$ cat config.mk
export PLATFORM = sky130hd
export DESIGN_NAME = amfd_diag
export DESIGN_NICKNAME = d
export VERILOG_FILES = /design/src/amfd_pkg.sv /design/src/amfd_diag.sv
export SDC_FILE = /design/constraint.sdc
export NUM_CORES = 1
export LEC_CHECK = 0
export BUFFER_PORTS_ARGS = -buffer_cell sky130_fd_sc_hd__clkbuf_2
export CELL_PAD_IN_SITES_DETAIL_PLACEMENT = 2
export CELL_PAD_IN_SITES_GLOBAL_PLACEMENT = 2
export CORE_MARGIN = 1.5
export CORE_UTILIZATION = 38
export DETAILED_ROUTE_END_ITERATION = 10
export MAX_ROUTING_LAYER = met4
export PLACE_DENSITY = 0.88
export SYNTH_ARGS = -nofsm -noshare
export SYNTH_HDL_FRONTEND = slang
export SYNTH_SLANG_ARGS = --single-unit
$ cat constraint.sdc
create_clock -name mclk -period 5.19 [get_ports mclk]
set_input_delay 0.2595 -clock mclk [delete_from_list [all_inputs] [get_ports mclk]]
set_output_delay 0.2595 -clock mclk [all_outputs]
set_load 0.005 [all_outputs]
$ cat src/amfd_pkg.sv
// Constants, field positions and carrier types of the diagnosis readout
package amfd_pkg;
    localparam logic [6:0] DEV_ADDR = 7'h6c; // Address byte 8'hd8 >> 1
    localparam int NUM_CH = 4;
    localparam logic [3:0] BIT_LAST = 4'h8;
    localparam logic [2:0] IDX_IB2 = 3'h1;
    localparam logic [7:0] IB1_RST = 8'h00;
    localparam logic [7:0] IB2_RST = 8'h00;
    // First instruction byte fields
    localparam int IB1_TIMING = 7;
    localparam int IB1_DIAG_EN = 6;
    localparam int IB1_OFS_EN = 5;
    // Second instruction byte fields
    localparam int IB2_PIN_SEL = 5;
    localparam int IB2_PLAY = 4;
    localparam int IB2_CUR_EN = 2;
    // Diagnostic byte fields
    localparam int DB1_THERM = 7;
    localparam int DB1_DONE = 6;
    localparam int DB2_OFS_ACT = 7;
    localparam int DB2_CUR_ACT = 6;
    localparam int DB3_PLAY = 7;
    localparam int DB3_DIAG = 6;
    localparam int CH_SGND = 0;
    localparam int CH_SVCC = 1;
    localparam int CH_OPEN = 2;

    // Raw analog comparator outputs of one channel
    typedef struct packed {
        logic sgnd;
        logic svcc;
        logic sload;
        logic open;
        logic offset;
        logic cur_low;
    } amfd_fault_t;

    typedef enum logic [2:0] {
        ST_IDLE, ST_ADDR, ST_AACK, ST_WR, ST_WACK, ST_RD, ST_RACK
    } amfd_bus_st_t;

    // Whole state of the block
    typedef struct packed {
        amfd_bus_st_t st;
        logic [3:0] cnt;
        logic [7:0] sh;
        logic rw;
        logic nack;
        logic [2:0] idx;
        logic sda_oe;
        logic scl_q;
        logic sda_q;
        logic [7:0] ib1;
        logic [7:0] ib2;
        logic [3:0][7:0] snap;
        logic [3:0][2:0] latch;
        logic [3:0] seen;
        logic done;
        logic perm;
        logic first_pend;
        logic clip_pin;
    } amfd_state_t;
endpackage

$ cat src/amfd_diag.sv
// Diagnosis readout with serial target port for a four-channel amplifier
// Overview of operation
// RULE1 - one-shot mode: first read after setup carries no valid data
// RULE2 - permanent diagnosis runs whether diagnostic cycle enable is 1 or 0
// RULE3 - a bare read returns diagnosis status, no write needed first
// RULE4 - removed permanent fault still reported on the next read
// RULE5 - permanent diagnosis starts by itself when turn-on diagnosis ends
// RULE6 - offset result is not latched; each read shows the live comparison
// RULE7 - host spaces offset reads by one low-frequency period, reads twice
// RULE8 - a write switches the clip pin between clip and offset indication
// RULE9 - host stimulates tweeter check after unmute, reads after cycles
// RULE10 - thermal warning bit in first diagnostic byte near shutdown point
// RULE11 - host reads diagnostics at least twice before judging
// RULE12 - turn-on multiple faults merge into shorted load or ground short
// RULE13 - ground plus supply short shows ground short once, then nothing
// RULE14 - answer only address byte 216; its low bit is direction
// RULE15 - direction 0 writes instruction bytes, 1 reads diagnostic bytes
// RULE16 - writes carry two instruction bytes, reads return four bytes
// RULE17 - first instruction byte bit 7 picks one-shot or repetition
// RULE18 - first diagnostic byte bit 6 is 1 once diagnosis terminated
// RULE19 - second instruction byte bit 5 selects clip pin function
`timescale 1ns/1ps
module amfd_diag (
    input wire logic mclk,
    input wire logic reset,
    input wire logic scl_in,
    input wire logic sda_in,
    output logic sda_out,
    output logic sda_oe,
    input wire amfd_pkg::amfd_fault_t [3:0] fault_in,
    input wire logic thermal_warn_in,
    input wire logic clip_in,
    input wire logic acq_done,
    output logic [7:0] first_instruction_byte,
    output logic [7:0] second_instruction_byte,
    output logic clip_output_pin
);
    amfd_pkg::amfd_state_t s;
    amfd_pkg::amfd_state_t next_s;
    logic scl_rise;
    logic scl_fall;
    logic start_c;
    logic stop_c;
    logic rd_start;
    logic [3:0][5:0] ch_bits;
    logic [3:0][2:0] next_latch;
    logic [3:0] next_seen;
    logic [3:0][7:0] db;

    // Edge and frame detection on sampled bus lines
    assign scl_rise = scl_in & ~s.scl_q;
    assign scl_fall = ~scl_in & s.scl_q;
    assign start_c = scl_in & s.scl_q & s.sda_q & ~sda_in;
    assign stop_c = scl_in & s.scl_q & ~s.sda_q & sda_in;
    assign rd_start = scl_fall & (s.st == amfd_pkg::ST_AACK) & s.rw;

    // Per-channel report bits and fault memory
    for (genvar i = 0; i < amfd_pkg::NUM_CH; i++)
    begin : g_ch
        amfd_pkg::amfd_fault_t r;
        logic both;
        logic [2:0] hold;
        logic [3:0] ton;
        logic [3:0] prm;
        assign r = fault_in[i];
        assign both = r.sgnd & r.svcc;
        assign hold = s.latch[i] | {r.sload, r.svcc, r.sgnd};
        // Turn-on merging of simultaneous faults
        assign ton = {r.sload | r.svcc, r.open & ~r.sgnd, r.svcc,
            r.sgnd & ~r.svcc}; // see RULE12
        // Permanent: sticky shorts, live offset, one-time mixed short
        assign prm = {hold[2], s.ib1[amfd_pkg::IB1_OFS_EN] & r.offset,
            hold[1] & ~both, both ? ~s.seen[i] : hold[0]}; // see RULE6 RULE13
        assign ch_bits[i] = {r.cur_low & s.ib2[amfd_pkg::IB2_CUR_EN], s.perm,
            s.perm ? prm : ton};
        // Read consumes history; a fault present now is kept
        assign next_latch[i] = rd_start ? {r.sload, r.svcc, r.sgnd}
            : hold; // see RULE4
        assign next_seen[i] = both & (s.seen[i] | rd_start); // see RULE13
    end

    // Diagnostic byte assembly, zeroed on the invalid one-shot read
    always_comb
    begin
        for (int i = 0; i < amfd_pkg::NUM_CH; i++)
        begin
            db[i] = {2'b00, ch_bits[i]};
        end
        db[0][amfd_pkg::DB1_THERM] = thermal_warn_in; // see RULE10
        db[0][amfd_pkg::DB1_DONE] = s.done; // see RULE18
        db[1][amfd_pkg::DB2_OFS_ACT] = s.ib1[amfd_pkg::IB1_OFS_EN];
        db[1][amfd_pkg::DB2_CUR_ACT] = s.ib2[amfd_pkg::IB2_CUR_EN];
        db[2][amfd_pkg::DB3_DIAG] = s.ib1[amfd_pkg::IB1_DIAG_EN];
        db[2][amfd_pkg::DB3_PLAY] = s.ib2[amfd_pkg::IB2_PLAY];
        if (s.first_pend)
        begin
            db = '0; // see RULE1
        end
    end

    // Next state: bus target, instruction store, diagnosis sequencing
    always_comb
    begin
        next_s = s;
        next_s.scl_q = scl_in;
        next_s.sda_q = sda_in;
        next_s.latch = next_latch;
        next_s.seen = next_seen;
        next_s.clip_pin = s.ib2[amfd_pkg::IB2_PIN_SEL]
            ? |{fault_in[0].offset, fault_in[1].offset,
               fault_in[2].offset, fault_in[3].offset}
            : clip_in; // see RULE8 RULE19
        if (acq_done & s.ib1[amfd_pkg::IB1_DIAG_EN])
        begin
            next_s.done = 1'b1; // see RULE18
            next_s.perm = 1'b1; // see RULE5
        end
        if (scl_rise)
        begin
            unique case (s.st)
                amfd_pkg::ST_ADDR, amfd_pkg::ST_WR:
                begin
                    next_s.sh = {s.sh[6:0], sda_in};
                    next_s.cnt = s.cnt + 4'h1;
                end
                amfd_pkg::ST_RD: next_s.cnt = s.cnt + 4'h1;
                amfd_pkg::ST_RACK: next_s.nack = sda_in;
                default: next_s.cnt = s.cnt;
            endcase
        end
        if (scl_fall)
        begin
            unique case (s.st)
                amfd_pkg::ST_ADDR:
                begin
                    if (s.cnt == amfd_pkg::BIT_LAST)
                    begin
                        // Only our address is acknowledged
                        if (s.sh[7:1] == amfd_pkg::DEV_ADDR) // see RULE14
                        begin
                            next_s.sda_oe = 1'b1;
                            next_s.rw = s.sh[0]; // see RULE15
                            next_s.st = amfd_pkg::ST_AACK;
                        end
                        else
                        begin
                            next_s.st = amfd_pkg::ST_IDLE;
                        end
                    end
                end
                amfd_pkg::ST_AACK:
                begin
                    next_s.cnt = '0;
                    if (s.rw)
                    begin
                        // Bare read snapshots status, no write needed
                        next_s.snap = db; // see RULE3
                        next_s.first_pend = 1'b0; // see RULE1
                        next_s.sh = db[0];
                        next_s.sda_oe = ~db[0][7];
                        next_s.idx = 3'h1;
                        next_s.st = amfd_pkg::ST_RD;
                    end
                    else
                    begin
                        next_s.sda_oe = 1'b0;
                        next_s.idx = '0;
                        next_s.st = amfd_pkg::ST_WR;
                    end
                end
                amfd_pkg::ST_WR:
                begin
                    if (s.cnt == amfd_pkg::BIT_LAST)
                    begin
                        next_s.sda_oe = 1'b1;
                        next_s.st = amfd_pkg::ST_WACK;
                        next_s.idx = s.idx + 3'h1;
                        if (s.idx == '0)
                        begin
                            next_s.ib1 = s.sh; // see RULE16
                        end
                        else if (s.idx == amfd_pkg::IDX_IB2)
                        begin
                            next_s.ib2 = s.sh; // see RULE16
                            // Setup complete: restart or skip turn-on
                            next_s.done = 1'b0;
                            next_s.perm = ~s.ib1[amfd_pkg::IB1_DIAG_EN]; // see RULE2
                            next_s.first_pend = s.ib1[amfd_pkg::IB1_DIAG_EN]
                                & ~s.ib1[amfd_pkg::IB1_TIMING]; // see RULE17
                        end
                    end
                end
                amfd_pkg::ST_WACK:
                begin
                    next_s.sda_oe = 1'b0;
                    next_s.cnt = '0;
                    next_s.st = amfd_pkg::ST_WR;
                end
                amfd_pkg::ST_RD:
                begin
                    if (s.cnt == amfd_pkg::BIT_LAST)
                    begin
                        next_s.sda_oe = 1'b0;
                        next_s.st = amfd_pkg::ST_RACK;
                    end
                    else
                    begin
                        next_s.sh = {s.sh[6:0], 1'b0};
                        next_s.sda_oe = ~s.sh[6];
                    end
                end
                amfd_pkg::ST_RACK:
                begin
                    // Four bytes then release on nack; extra acked reads give 8'h80, as only bit 7 is released
                    if (s.nack)
                    begin
                        next_s.st = amfd_pkg::ST_IDLE;
                    end
                    else
                    begin
                        next_s.sh = s.idx[2] ? 8'h00 : s.snap[s.idx[1:0]]; // see RULE16
                        next_s.sda_oe = s.idx[2] ? 1'b0
                            : ~s.snap[s.idx[1:0]][7];
                        next_s.idx = s.idx[2] ? s.idx : s.idx + 3'h1;
                        next_s.cnt = '0;
                        next_s.st = amfd_pkg::ST_RD;
                    end
                end
                default: next_s.st = s.st;
            endcase
        end
        if (start_c)
        begin
            next_s.st = amfd_pkg::ST_ADDR;
            next_s.cnt = '0;
            next_s.sda_oe = 1'b0;
        end
        else if (stop_c)
        begin
            next_s.st = amfd_pkg::ST_IDLE;
            next_s.sda_oe = 1'b0;
        end
    end

    // State register
    always_ff @(posedge mclk)
    begin
        if (reset)
        begin
            s <= '0;
            s.st <= amfd_pkg::ST_IDLE;
            s.scl_q <= 1'b1;
            s.sda_q <= 1'b1;
            s.ib1 <= amfd_pkg::IB1_RST;
            s.ib2 <= amfd_pkg::IB2_RST;
            s.perm <= 1'b1;
        end
        else
        begin
            s <= next_s;
        end
    end

    assign sda_out = 1'b0; // Open drain: only pulls low
    assign sda_oe = s.sda_oe;
    assign first_instruction_byte = s.ib1;
    assign second_instruction_byte = s.ib2;
    assign clip_output_pin = s.clip_pin;
endmodule // amfd_diag

==> out/metrics.yaml, run 1 <==
global_routing:
  antenna_found_initial: 0
  grt_max_degree: 79
  grt_util_all_layers: 0.241
  grt_overflow_total: 0
  grt_pass1_vias: 4305
  grt_pass1_wl_um: 23000
finish:
  fin_util: 0.431
  fin_nets: 571
  insertedDiodeCount: 0
  fin_cells: 681
  area_growth_pct: 10.1
  drive_above_1_share: 0.156
  finalInstanceArea_mm2: 0.00494
synthesis:
  synth.most_common_cell: "dfxtp_1"
  ys_seq_area_frac: 0.384
  ys.flop_type: "dfxtp_1"
  async_reset_ff_frac: 0
  yosysWarnings: 0
  synthesis.area_mm2: 0.00449
  synth.area.top_cells: "dfxtp_1 (38%), mux2i_1 (7.1%), a21oi_1 (6.0%)"
  synth_common_cells: "dfxtp_1 (86), a21oi_1 (54), nor2_1 (51), nand2_1 (49), mux2i_1 (32)"
  synth_top_cell_by_area: "dfxtp_1"
  synth_top_area_share: 0.384
  syn_area_per_cell_um2: 8.60
  syn_nets: 559
  synth_cell_type_count: 68
  syn_inst: 522
  synth-seq-cells: 86
  synth_edf_count: 0
cts:
  htree_levels: 3
  cts_tree: "done"
  cts_setup_buffers: 0
  cts_root_buffer: "clkbuf_16"
  numCtsBuffers: 9
  cts.sinks: 86
  cts_hold_buf: 0
  cts_resized: 0
  path_clk_slew_ns: 0.06
  clk_latency_ns: 0.35
  ctsLongestPathBuffers: 2
sta:
  grt_setup_unrepaired: "no"
  setup_violations: 0
  setup-tns-final_ns: 0
  drv_slew: 0
  tightest_slew_ns: 1.01
  fmax_mhz: 356
  fin_crit_ns: 2.81
  final.setup_skew_ns: 0.00664
  finalCritPeriodShare: 0.542
  hold_viol_final: 0
  slew_headroom: 0.326
placed_design:
  dpl.cell_count: 666
  port_buffers: 48
  dpl_cell_area_mm2: 0.00466
  hpwl_um: 9700
  gp_congestion: 0.857
worst_setup_path:
  crit_buf_inv: 2
  slowest_stage: "dfxtp_1"
  end_kind: "register"
  slowest_delay_ns: 0.73
  critical-path-top-delay-family: "simple AND/OR/NAND/NOR gates"
  critical_path_cell_count: 6
  path_cells: "nor4bb_1 -> buf_4 -> nand2_1 -> buf_4 -> or3_1 -> a21oi_1"
  start_kind: "register"
  worstRegToRegCells: 6
  crit_path_frequent_cell: "buf_4"
  cp.arrival_ns: 3.08
  cp_max_fo: 25
  cp_data_required_time_ns: 5.46
  crit_type: "reg2reg"
worst_hold_path:
  hp-class: "in2reg"
  holdPathStages: 3
route:
  routed_wirelength_um: 14100
  drtIter0Drc: 190
  via_count: 4005
  routedWlPerCell_um: 20.6
  via_per_inst: 5.88
  first_pass_iters: 4
  drc_errors: 0
  ant_nets: 0
floorplan:
  initial_utilization: 0.391
  rows: 39
  die_area_mm2: 0.0125
  die_w_um: 112
  core_area_mm2: 0.0115
  die_h_um: 112
  io-pin-count: 50
outcome:
  status: "complete, no violations"
power_and_ir_drop:
  power.total_mw: 1.39
  peakVddDrop_uv: 264
  p_per_area_mw_per_mm2: 282
  p_leak_nw: 1.71
flow_run:
  max-cap-violations: 0
sequential cells by signal, summed over array words and instances (netlist names):
signal	count
ch_bits	1
first_instruction_byte	8
s	67
sda_oe	1
second_instruction_byte	8
clip_output_pin	1
metal layers:
layer	vias up	track usage	share of wire
met2	76	0.408	0.51
met5	-	-	0
met4	0	0.0726	0.020
li1	1889	-	-
met1	2017	0.280	0.43
met3	23	0.0642	0.034
worst reg2reg max path, stage by stage (launching register included):
cell and delay, ns:
dfxtp_1 0.73, nor4bb_1 0.38, buf_4 0.23, nand2_1 0.47, buf_4 0.43, or3_1 0.37
a21oi_1 0.12
power by group:
part           switching, mW  internal [mW]
Sequential           0.00509          0.669
Clock                  0.264          0.385
Combinational         0.0449         0.0256
Total                  0.314           1.08
metrics by stage:
step	setup WS, ns	hold slack [ns]
after global routing	2.20	0.153
after floorplan	3.02	0.366
final	2.38	0.148
after global placement	2.54	0.441
after CTS	2.39	0.149
after detailed placement	2.50	0.450
layout make-up:
type	instances	area [um^2]
Multi-Input combinational cell	371	2430
Sequential cell	86	1720
Clock inverter	1	30.0
Clock buffer	14	254
Inverter	12	45.0
Tap cell	143	179
Timing Repair Buffer	54	285
Fill cell	1259	6530
worst paths after layout:
kind | from | to | slack (ns)
max reg2reg | s[89]$_SDFFE_PP0P_ | s[31]$_SDFFE_PP0P_ | 2.38
min | fault_in[21] | s[19]$_SDFF_PP0_ | 0.15
max | s[89]$_SDFFE_PP0P_ | s[31]$_SDFFE_PP0P_ | 2.38
min reg2reg | s[36]$_SDFFE_PP0P_ | s[36]$_SDFFE_PP0P_ | 0.46
cell usage in the layout, fill, tap and decap left out, drive strengths merged, types with 7 or more instances in the layout:
| master | count |
|---|---|
| dfxtp | 86 |
| nand2b | 11 |
| nand3 | 10 |
| nor2b | 9 |
| nor3 | 10 |
| o21ai | 10 |
| nor2 | 51 |
| nand3b | 10 |
| clkbuf | 62 |
| inv | 12 |
| o22ai | 7 |
| mux2i | 32 |
| nand2 | 49 |
| a21oi | 54 |
cell families after synthesis:
family / count (synthesis) / synth area share
compound gates: 129 / 0.188
xor+xnor: 4 / 0.00781
fa+ha+maj: 6 / 0.0167
buf+inv: 65 / 0.0758
flops: 86 / 0.384
mux: 38 / 0.0990
other cells: 1 / 0.000836
simple gates: 193 / 0.229
(Power assumes the default switching activity.)
==> run 2, diff against run 1 <==
Settings changed: ABC_AREA from default to 1, CORE_UTILIZATION 38 to 29, PLACE_DENSITY 0.88 to 0.79.
Clock period 5.19 ns to 2.33 ns, I/O delays scaled along.
==> run 2 against run 1 <==
Die area rose by 32%. Flip-flop and latch count did not move. Register-to-register slack got worse by 2.1 ns. Largest power group is now clock.
==> out/metrics.yaml, run 2 <==
finish:
  area_growth_pct: 16.1
  drive_above_1_share: 0.136  # -0.0206
  largest_reg_flops: 67  # unchanged
  mostFrequentLayoutCells: "nand2_1 (169), dfxtp_1 (86), nor2_1 (80)"
  regMostFlops: "s"
  layout_commonest_cell: "nand2_1"
  insertedDiodeCount: 0  # unchanged
  finalInstanceArea_mm2: 0.00528  # +6.8%
  fin_nets: 756  # +32%
  fillers: 1825  # +45%
  multiInputGateArea_mm2: 0.00226  # -7.0%
  seq_area_mm2: 0.00172  # unchanged
synthesis:
  yosysWarnings: 0  # unchanged
  synth_top_family_by_area: "simple AND/OR/NAND/NOR gates"
  syn_inst: 685  # +31%
  syn_nets: 722  # +29%
  synth_cell_type_count: 37  # -46%
  yosys.area_share.simple: 0.326  # +0.0971
  synthesis.area_mm2: 0.00454  # +1.3%
  synth_common_cells: "nand2_1 (169), dfxtp_1 (86), nor2_1 (80), inv_1 (72), a21oi_1 (66)"
  synth.area.top_cells: "dfxtp_1 (38%), nand2_1 (14%), a21oi_1 (7.3%)"
  ys.flop_type: "dfxtp_1"
  yosys.area_share.adder: 0.0165  # -0.000207
  synth.most_common_cell: "nand2_1"
  ys_seq_area_frac: 0.379  # -0.00475
  syn_area_per_cell_um2: 6.63  # -23%
  synthMuxAreaShare: 0  # -0.0990
  async_reset_ff_frac: 0  # unchanged
  synth_top_area_share: 0.379  # -0.00475
  synth_top_cell_by_area: "dfxtp_1"
  yosys.area_share.xor_xnor: 0.00193  # -0.00588
  synth_edf_count: 0  # unchanged
  synth-seq-cells: 86  # unchanged
  synth_compound_area_frac: 0.152  # -0.0359
sta:
  fin_crit_ns: 2.05  # -0.761 ns
  final.setup_skew_ns: 0.00969  # +0.00305 ns
  setup_ws_ns: 0.279  # -2.10 ns
  drv_slew: 0  # unchanged
  slew_headroom: 0.547  # +0.221
  grt_setup_unrepaired: "no"
  fmax_mhz: 487  # +37%
  holdWs_ns: 0.00816  # -0.140 ns
  tightest_slew_ns: 0.679  # -0.330 ns
  setup_violations: 0  # unchanged
  hold_viol_final: 0  # unchanged
  setup-tns-final_ns: 0  # unchanged
  finalCritPeriodShare: 0.880  # +0.339
route:
  drtIter0Drc: 185  # -2.6%
  via_count: 4537  # +13%
  routed_wirelength_um: 15400  # +9.7%
  via_per_inst: 4.86  # -17%
  drc_errors: 0  # unchanged
  routedWlPerCell_um: 16.5  # -20%
  ant_nets: 0  # unchanged
  first_pass_iters: 4  # unchanged
floorplan:
  initial_utilization: 0.298  # -0.0936
  die_area_mm2: 0.0164  # +32%
  die_h_um: 128  # +15%
  rows: 45  # +15%
  die_w_um: 128  # +15%
  io-pin-count: 50  # unchanged
  core_area_mm2: 0.0153  # +33%
worst_setup_path:
  cp_max_fo: 17  # -32%
  crit_buf_inv: 1  # -1
  cp.arrival_ns: 2.33  # -0.75 ns
  slowest_delay_ns: 0.55  # -0.18 ns
  path_cells: "nand2_2 -> nor2_1 -> nand2_2 -> nor2_2 -> buf_4 -> nor2_1 -> nor3_1"
  slowest_stage: "dfxtp_1"
  critical-path-top-delay-family: "simple AND/OR/NAND/NOR gates"
  end_kind: "register"
  start_kind: "register"
  cp_data_required_time_ns: 2.61  # -2.85 ns
  crit_type: "reg2reg"
power_and_ir_drop:
  p_leak_nw: 2.21  # +29%
  peakVddDrop_uv: 314  # +19%
  p_per_area_mw_per_mm2: 659  # +130%
global_routing:
  grt_pass1_vias: 4863  # +13%
  grt_pass1_wl_um: 25100  # +9.3%
  antenna_found_initial: 0  # unchanged
  grt_util_all_layers: 0.205  # -0.0364
  grt_max_degree: 43  # -46%
  grt_overflow_total: 0  # unchanged
cts:
  numCtsBuffers: 9  # unchanged
  ctsLongestPathBuffers: 2  # unchanged
  cts_resized: 0  # unchanged
  clk_latency_ns: 0.36  # about the same
  cts.sinks: 86  # unchanged
  path_clk_slew_ns: 0.06  # about the same
  cts_root_buffer: "clkbuf_16"
  cts_tree: "done"
  htree_levels: 3  # unchanged
placed_design:
  hpwl_um: 11800  # +22%
  dpl_cell_area_mm2: 0.00491  # +5.4%
  place_ws_ns: 0.282  # -2.22 ns
  gp_congestion: 0.864  # +0.81%
  port_buffers: 48  # unchanged
worst_hold_path:
  hp-class: "in2reg"
outcome:
  status: "complete, no violations"
flow_run:
  max-cap-violations: 0  # unchanged
## run 2: cell families after synthesis
logic type               Yosys count
AO/OA/AOI/OAI                    131
XOR/XNOR                           1
adder cells (fa/ha/maj)            6
buffers and inverters            120
flip-flops                        86
other                              1
AND/OR/NAND/NOR                  340
## run 2: final timing paths
path,to,cells after the start,slack (ns),startpoint
min,s[19]$_SDFF_PP0_,3,0.008,fault_in[21]
max,s[6]$_SDFF_PP0_,7,0.28,s[89]$_SDFFE_PP0P_
min reg2reg,second_instruction_byte[3]$_SDFFE_PP0P_,2,0.44,second_instruction_byte[3]$_SDFFE_PP0P_
max reg2reg,s[6]$_SDFF_PP0_,7,0.28,s[89]$_SDFFE_PP0P_
## run 2: metal layers
metal,vias up,share of wire,GRT usage
met1,2190,0.45,0.239
met4,0,0.026,0.0813
li1,2254,-,-
met5,-,0,-
met3,25,0.028,0.0288
met2,68,0.50,0.355
## run 2: final cells by class
cell class / instances / area share
multi-input combinational: 479 / 0.428
sequential: 86 / 0.326
timing repair buffer: 67 / 0.0764
inverter: 76 / 0.0553
tap: 211 / 0.0500
clock buffer: 11 / 0.0460
clock inverter: 4 / 0.0180
## run 2: worst register-to-register path, cell delays in order (launching register included)
cell     delay [ns]
dfxtp_1        0.55
nand2_2        0.15
nor2_1         0.18
nand2_2        0.14
nor2_2         0.55
buf_4          0.25
nor2_1         0.04
nor3_1         0.12
## run 2: where the power goes
group / total, mW / switching [mW] / internal (mW)
Clock: 1.69 / 0.618 / 1.07
Combinational: 0.262 / 0.172 / 0.0900
Sequential: 1.53 / 0.0290 / 1.50
Total: 3.48 / 0.819 / 2.66
## run 2: repair_timing
action / 4_1_cts / 5_1_grt
endpoints found under the hold margin: 3 / 0
buffers inserted: 0 / 0
hold buffers: 3 / 0
## run 2: through the flow
stage | power [mW] | instances | util
2_1_floorplan | 1.72 | 685 | -
3_3_place_gp | 1.80 | 916 | 0.322
3_5_place_dp | 1.82 | 916 | 0.322
4_1_cts | 3.51 | 934 | 0.346
5_1_grt | 3.60 | 934 | 0.346
6_report | 3.48 | 934 | 0.346
==> run 3, diff against run 2 <==
Settings changed: ABC_AREA 1 to default, CORE_UTILIZATION 29 to 32.
==> run 3 against run 2 <==
Flip-flop and latch count did not move. Critical endpoint is now s[30]$_SDFFE_PP0P_. Hold slack better by 0.0088 ns. Sequential power barely moved. Maximum frequency down 2.5%. Global-route usage is 0.36 points higher. Largest cell class unchanged. Clock-buffer cell count fell by 1. Combinational power down 39%. Core utilization grew 3.0 points. Design area fell by 1.9%. Largest power group unchanged. Routed wire length fell by 9.9%. Critical path type unchanged. Power is 7.4% lower. Sequential share of layout area grew 0.66 points.
==> out/metrics.yaml, run 3 (same netlist as run 1, synthesis figures left out) <==
outcome:
  status: "complete, no violations"
worst_setup_path:
  worstRegToRegCells: 5  # -2
  rr_endpoint: "s[30]$_SDFFE_PP0P_"
  reg2reg_from: "s[88]$_SDFFE_PP0P_"
  cp.arrival_ns: 2.38  # +0.05 ns
  ff2ff_setup_slack_ns: 0.23  # -0.05 ns
  crit_start: "s[88]$_SDFFE_PP0P_"
  end_kind: "register"
  cp_data_required_time_ns: 2.60  # about the same
  start_kind: "register"
  crit_type: "reg2reg"
  cp_max_fo: 47  # +30
finish:
  insertedDiodeCount: 0  # unchanged
  layout_commonest_cell: "dfxtp_1"
  mostFrequentLayoutCells: "dfxtp_1 (85), a21oi_1 (54), nor2_1 (51)"
  fin_cells: 734  # -21%
  largest_reg_flops: 67  # unchanged
  regMostFlops: "s"
  drive_above_1_share: 0.179  # +0.0432
  area_growth_pct: 15.3
  fin_nets: 587  # -22%
  fillers: 1579  # -13%
route:
  routedWlPerCell_um: 18.9  # +15%
  first_pass_iters: 4  # unchanged
  via_count: 3959  # -13%
  via_per_inst: 5.39  # +11%
  ant_nets: 0  # unchanged
  drtIter0Drc: 237  # +28%
  drc_errors: 0  # unchanged
  routed_wirelength_um: 13900  # -9.9%
floorplan:
  die_h_um: 121  # -5.3%
  die_w_um: 121  # -5.3%
  rows: 43  # -4.4%
  io-pin-count: 50  # unchanged
  core_area_mm2: 0.0138  # -9.7%
  die_area_mm2: 0.0147  # -10%
  initial_utilization: 0.326  # +0.0280
sta:
  slew_headroom: 0.499  # -0.0472
  setup-tns-final_ns: 0  # unchanged
  drv_slew: 0  # unchanged
  tightest_slew_ns: 0.745  # +0.0659 ns
  grt_setup_unrepaired: "no"
  hold_viol_final: 0  # unchanged
  fin_crit_ns: 2.10  # +0.0519 ns
  fmax_mhz: 475  # -2.5%
  setup_violations: 0  # unchanged
  finalCritPeriodShare: 0.903  # +0.0223
  final.setup_skew_ns: 0.0115  # +0.00185 ns
placed_design:
  port_buffers: 48  # unchanged
  dpl.cell_count: 714  # -22%
  hpwl_um: 10000  # -15%
  gp_congestion: 0.845  # -2.2%
global_routing:
  grt_overflow_total: 0  # unchanged
  grt_pass1_wl_um: 23000  # -8.5%
  grt_max_degree: 48  # +12%
  grt_pass1_vias: 4374  # -10%
  grt_util_all_layers: 0.208  # +0.00358
  antenna_found_initial: 0  # unchanged
cts:
  numCtsBuffers: 9  # unchanged
  cts.sinks: 86  # unchanged
  cts_setup_buffers: 0  # unchanged
  path_clk_slew_ns: 0.06  # about the same
  clk_latency_ns: 0.35  # about the same
  cts_tree: "done"
  htree_levels: 3  # unchanged
  ctsLongestPathBuffers: 2  # unchanged
  cts_root_buffer: "clkbuf_16"
worst_hold_path:
  hold-path-endpoint: "s[33]$_SDFFE_PP0P_"
  holdPathStages: 3  # unchanged
  hold_start: "fault_in[6]"
  hp-class: "in2reg"
power_and_ir_drop:
  p_per_area_mw_per_mm2: 622  # -5.6%
  p_leak_nw: 1.81  # -18%
  peakVddDrop_uv: 307  # -2.2%
flow_run:
  max-cap-violations: 0  # unchanged
run 3: cell types whose count changed in the layout (fill, tap and decap cells not counted), moves of 11 or more:
cell	before	now
o21ai_0	46	10
nand3_1	53	10
mux2i_1	0	32
nand2_1	169	49
nor2_1	80	51
a21oi_1	66	54
nand2b_1	0	11
inv_1	72	12
run 3: final cells by class:
cell class,instances,area (um^2),area share
flip-flops and latches,86,1720,0.333
repair buffers,70,443,0.0856
inverters,12,45.0,0.00870
multi-input cells,371,2430,0.469
well taps,180,225,0.0435
clock inverters,5,83.8,0.0162
clock buffers,10,229,0.0442
run 3: how the worst max path moves through the flow:
stage                     slack [ns]                                       to  cells after the start
after floorplan                 0.16  second_instruction_byte[0]$_SDFFE_PP0P_                      8
after global placement          0.26  second_instruction_byte[7]$_SDFFE_PP0P_                      7
after detailed placement        0.16  second_instruction_byte[6]$_SDFFE_PP0P_                      7
after CTS                       0.11  second_instruction_byte[6]$_SDFFE_PP0P_                      7
after global routing            0.07                       s[30]$_SDFFE_PP0P_                      5
final                           0.23                       s[30]$_SDFFE_PP0P_                      5
run 3: metal layers:
metal,track usage,vias up,share of wire
met5,-,-,0
met4,0.0934,0,0.024
met3,0.0296,26,0.031
met2,0.347,72,0.50
met1,0.249,1950,0.44
li1,-,1911,-
run 3: power breakdown:
group	leakage, nW	switching [mW]	internal, mW	total (mW)
Sequential	0.698	0.0155	1.49	1.50
Clock	0.145	0.618	0.938	1.56
Combinational	0.964	0.0960	0.0644	0.160
run 3: repair_timing:
item,in CTS,in global routing
endpoints found under the hold margin,5,0
setup endpoints to repair,0,5
hold buffers,5,0
gates resized for setup,0,1
run 3: worst max-delay path, cell delays in order (launching register included):
cell      delay (ns)
dfxtp_1         0.47
nor4bb_1        0.60
nand2_1         0.21
buf_12          0.22
or3_1           0.36
a21oi_1         0.14
run 3: metrics by stage:
stage / instance area, um^2 / hold WS (ns) / worst slack [ns] / utilization / total power, mW
6_report: 5170 / 0.0169 / 0.227 / 0.376 / 3.22
5_1_grt: 5170 / 0.0393 / 0.0708 / 0.376 / 3.35
4_1_cts: 5170 / 0.0132 / 0.108 / 0.376 / 3.27
3_5_place_dp: 4810 / 0.358 / 0.162 / 0.349 / 1.69
3_3_place_gp: 4810 / 0.343 / 0.264 / 0.349 / 1.68
2_1_floorplan: 4490 / 0.223 / 0.162 / - / 1.62
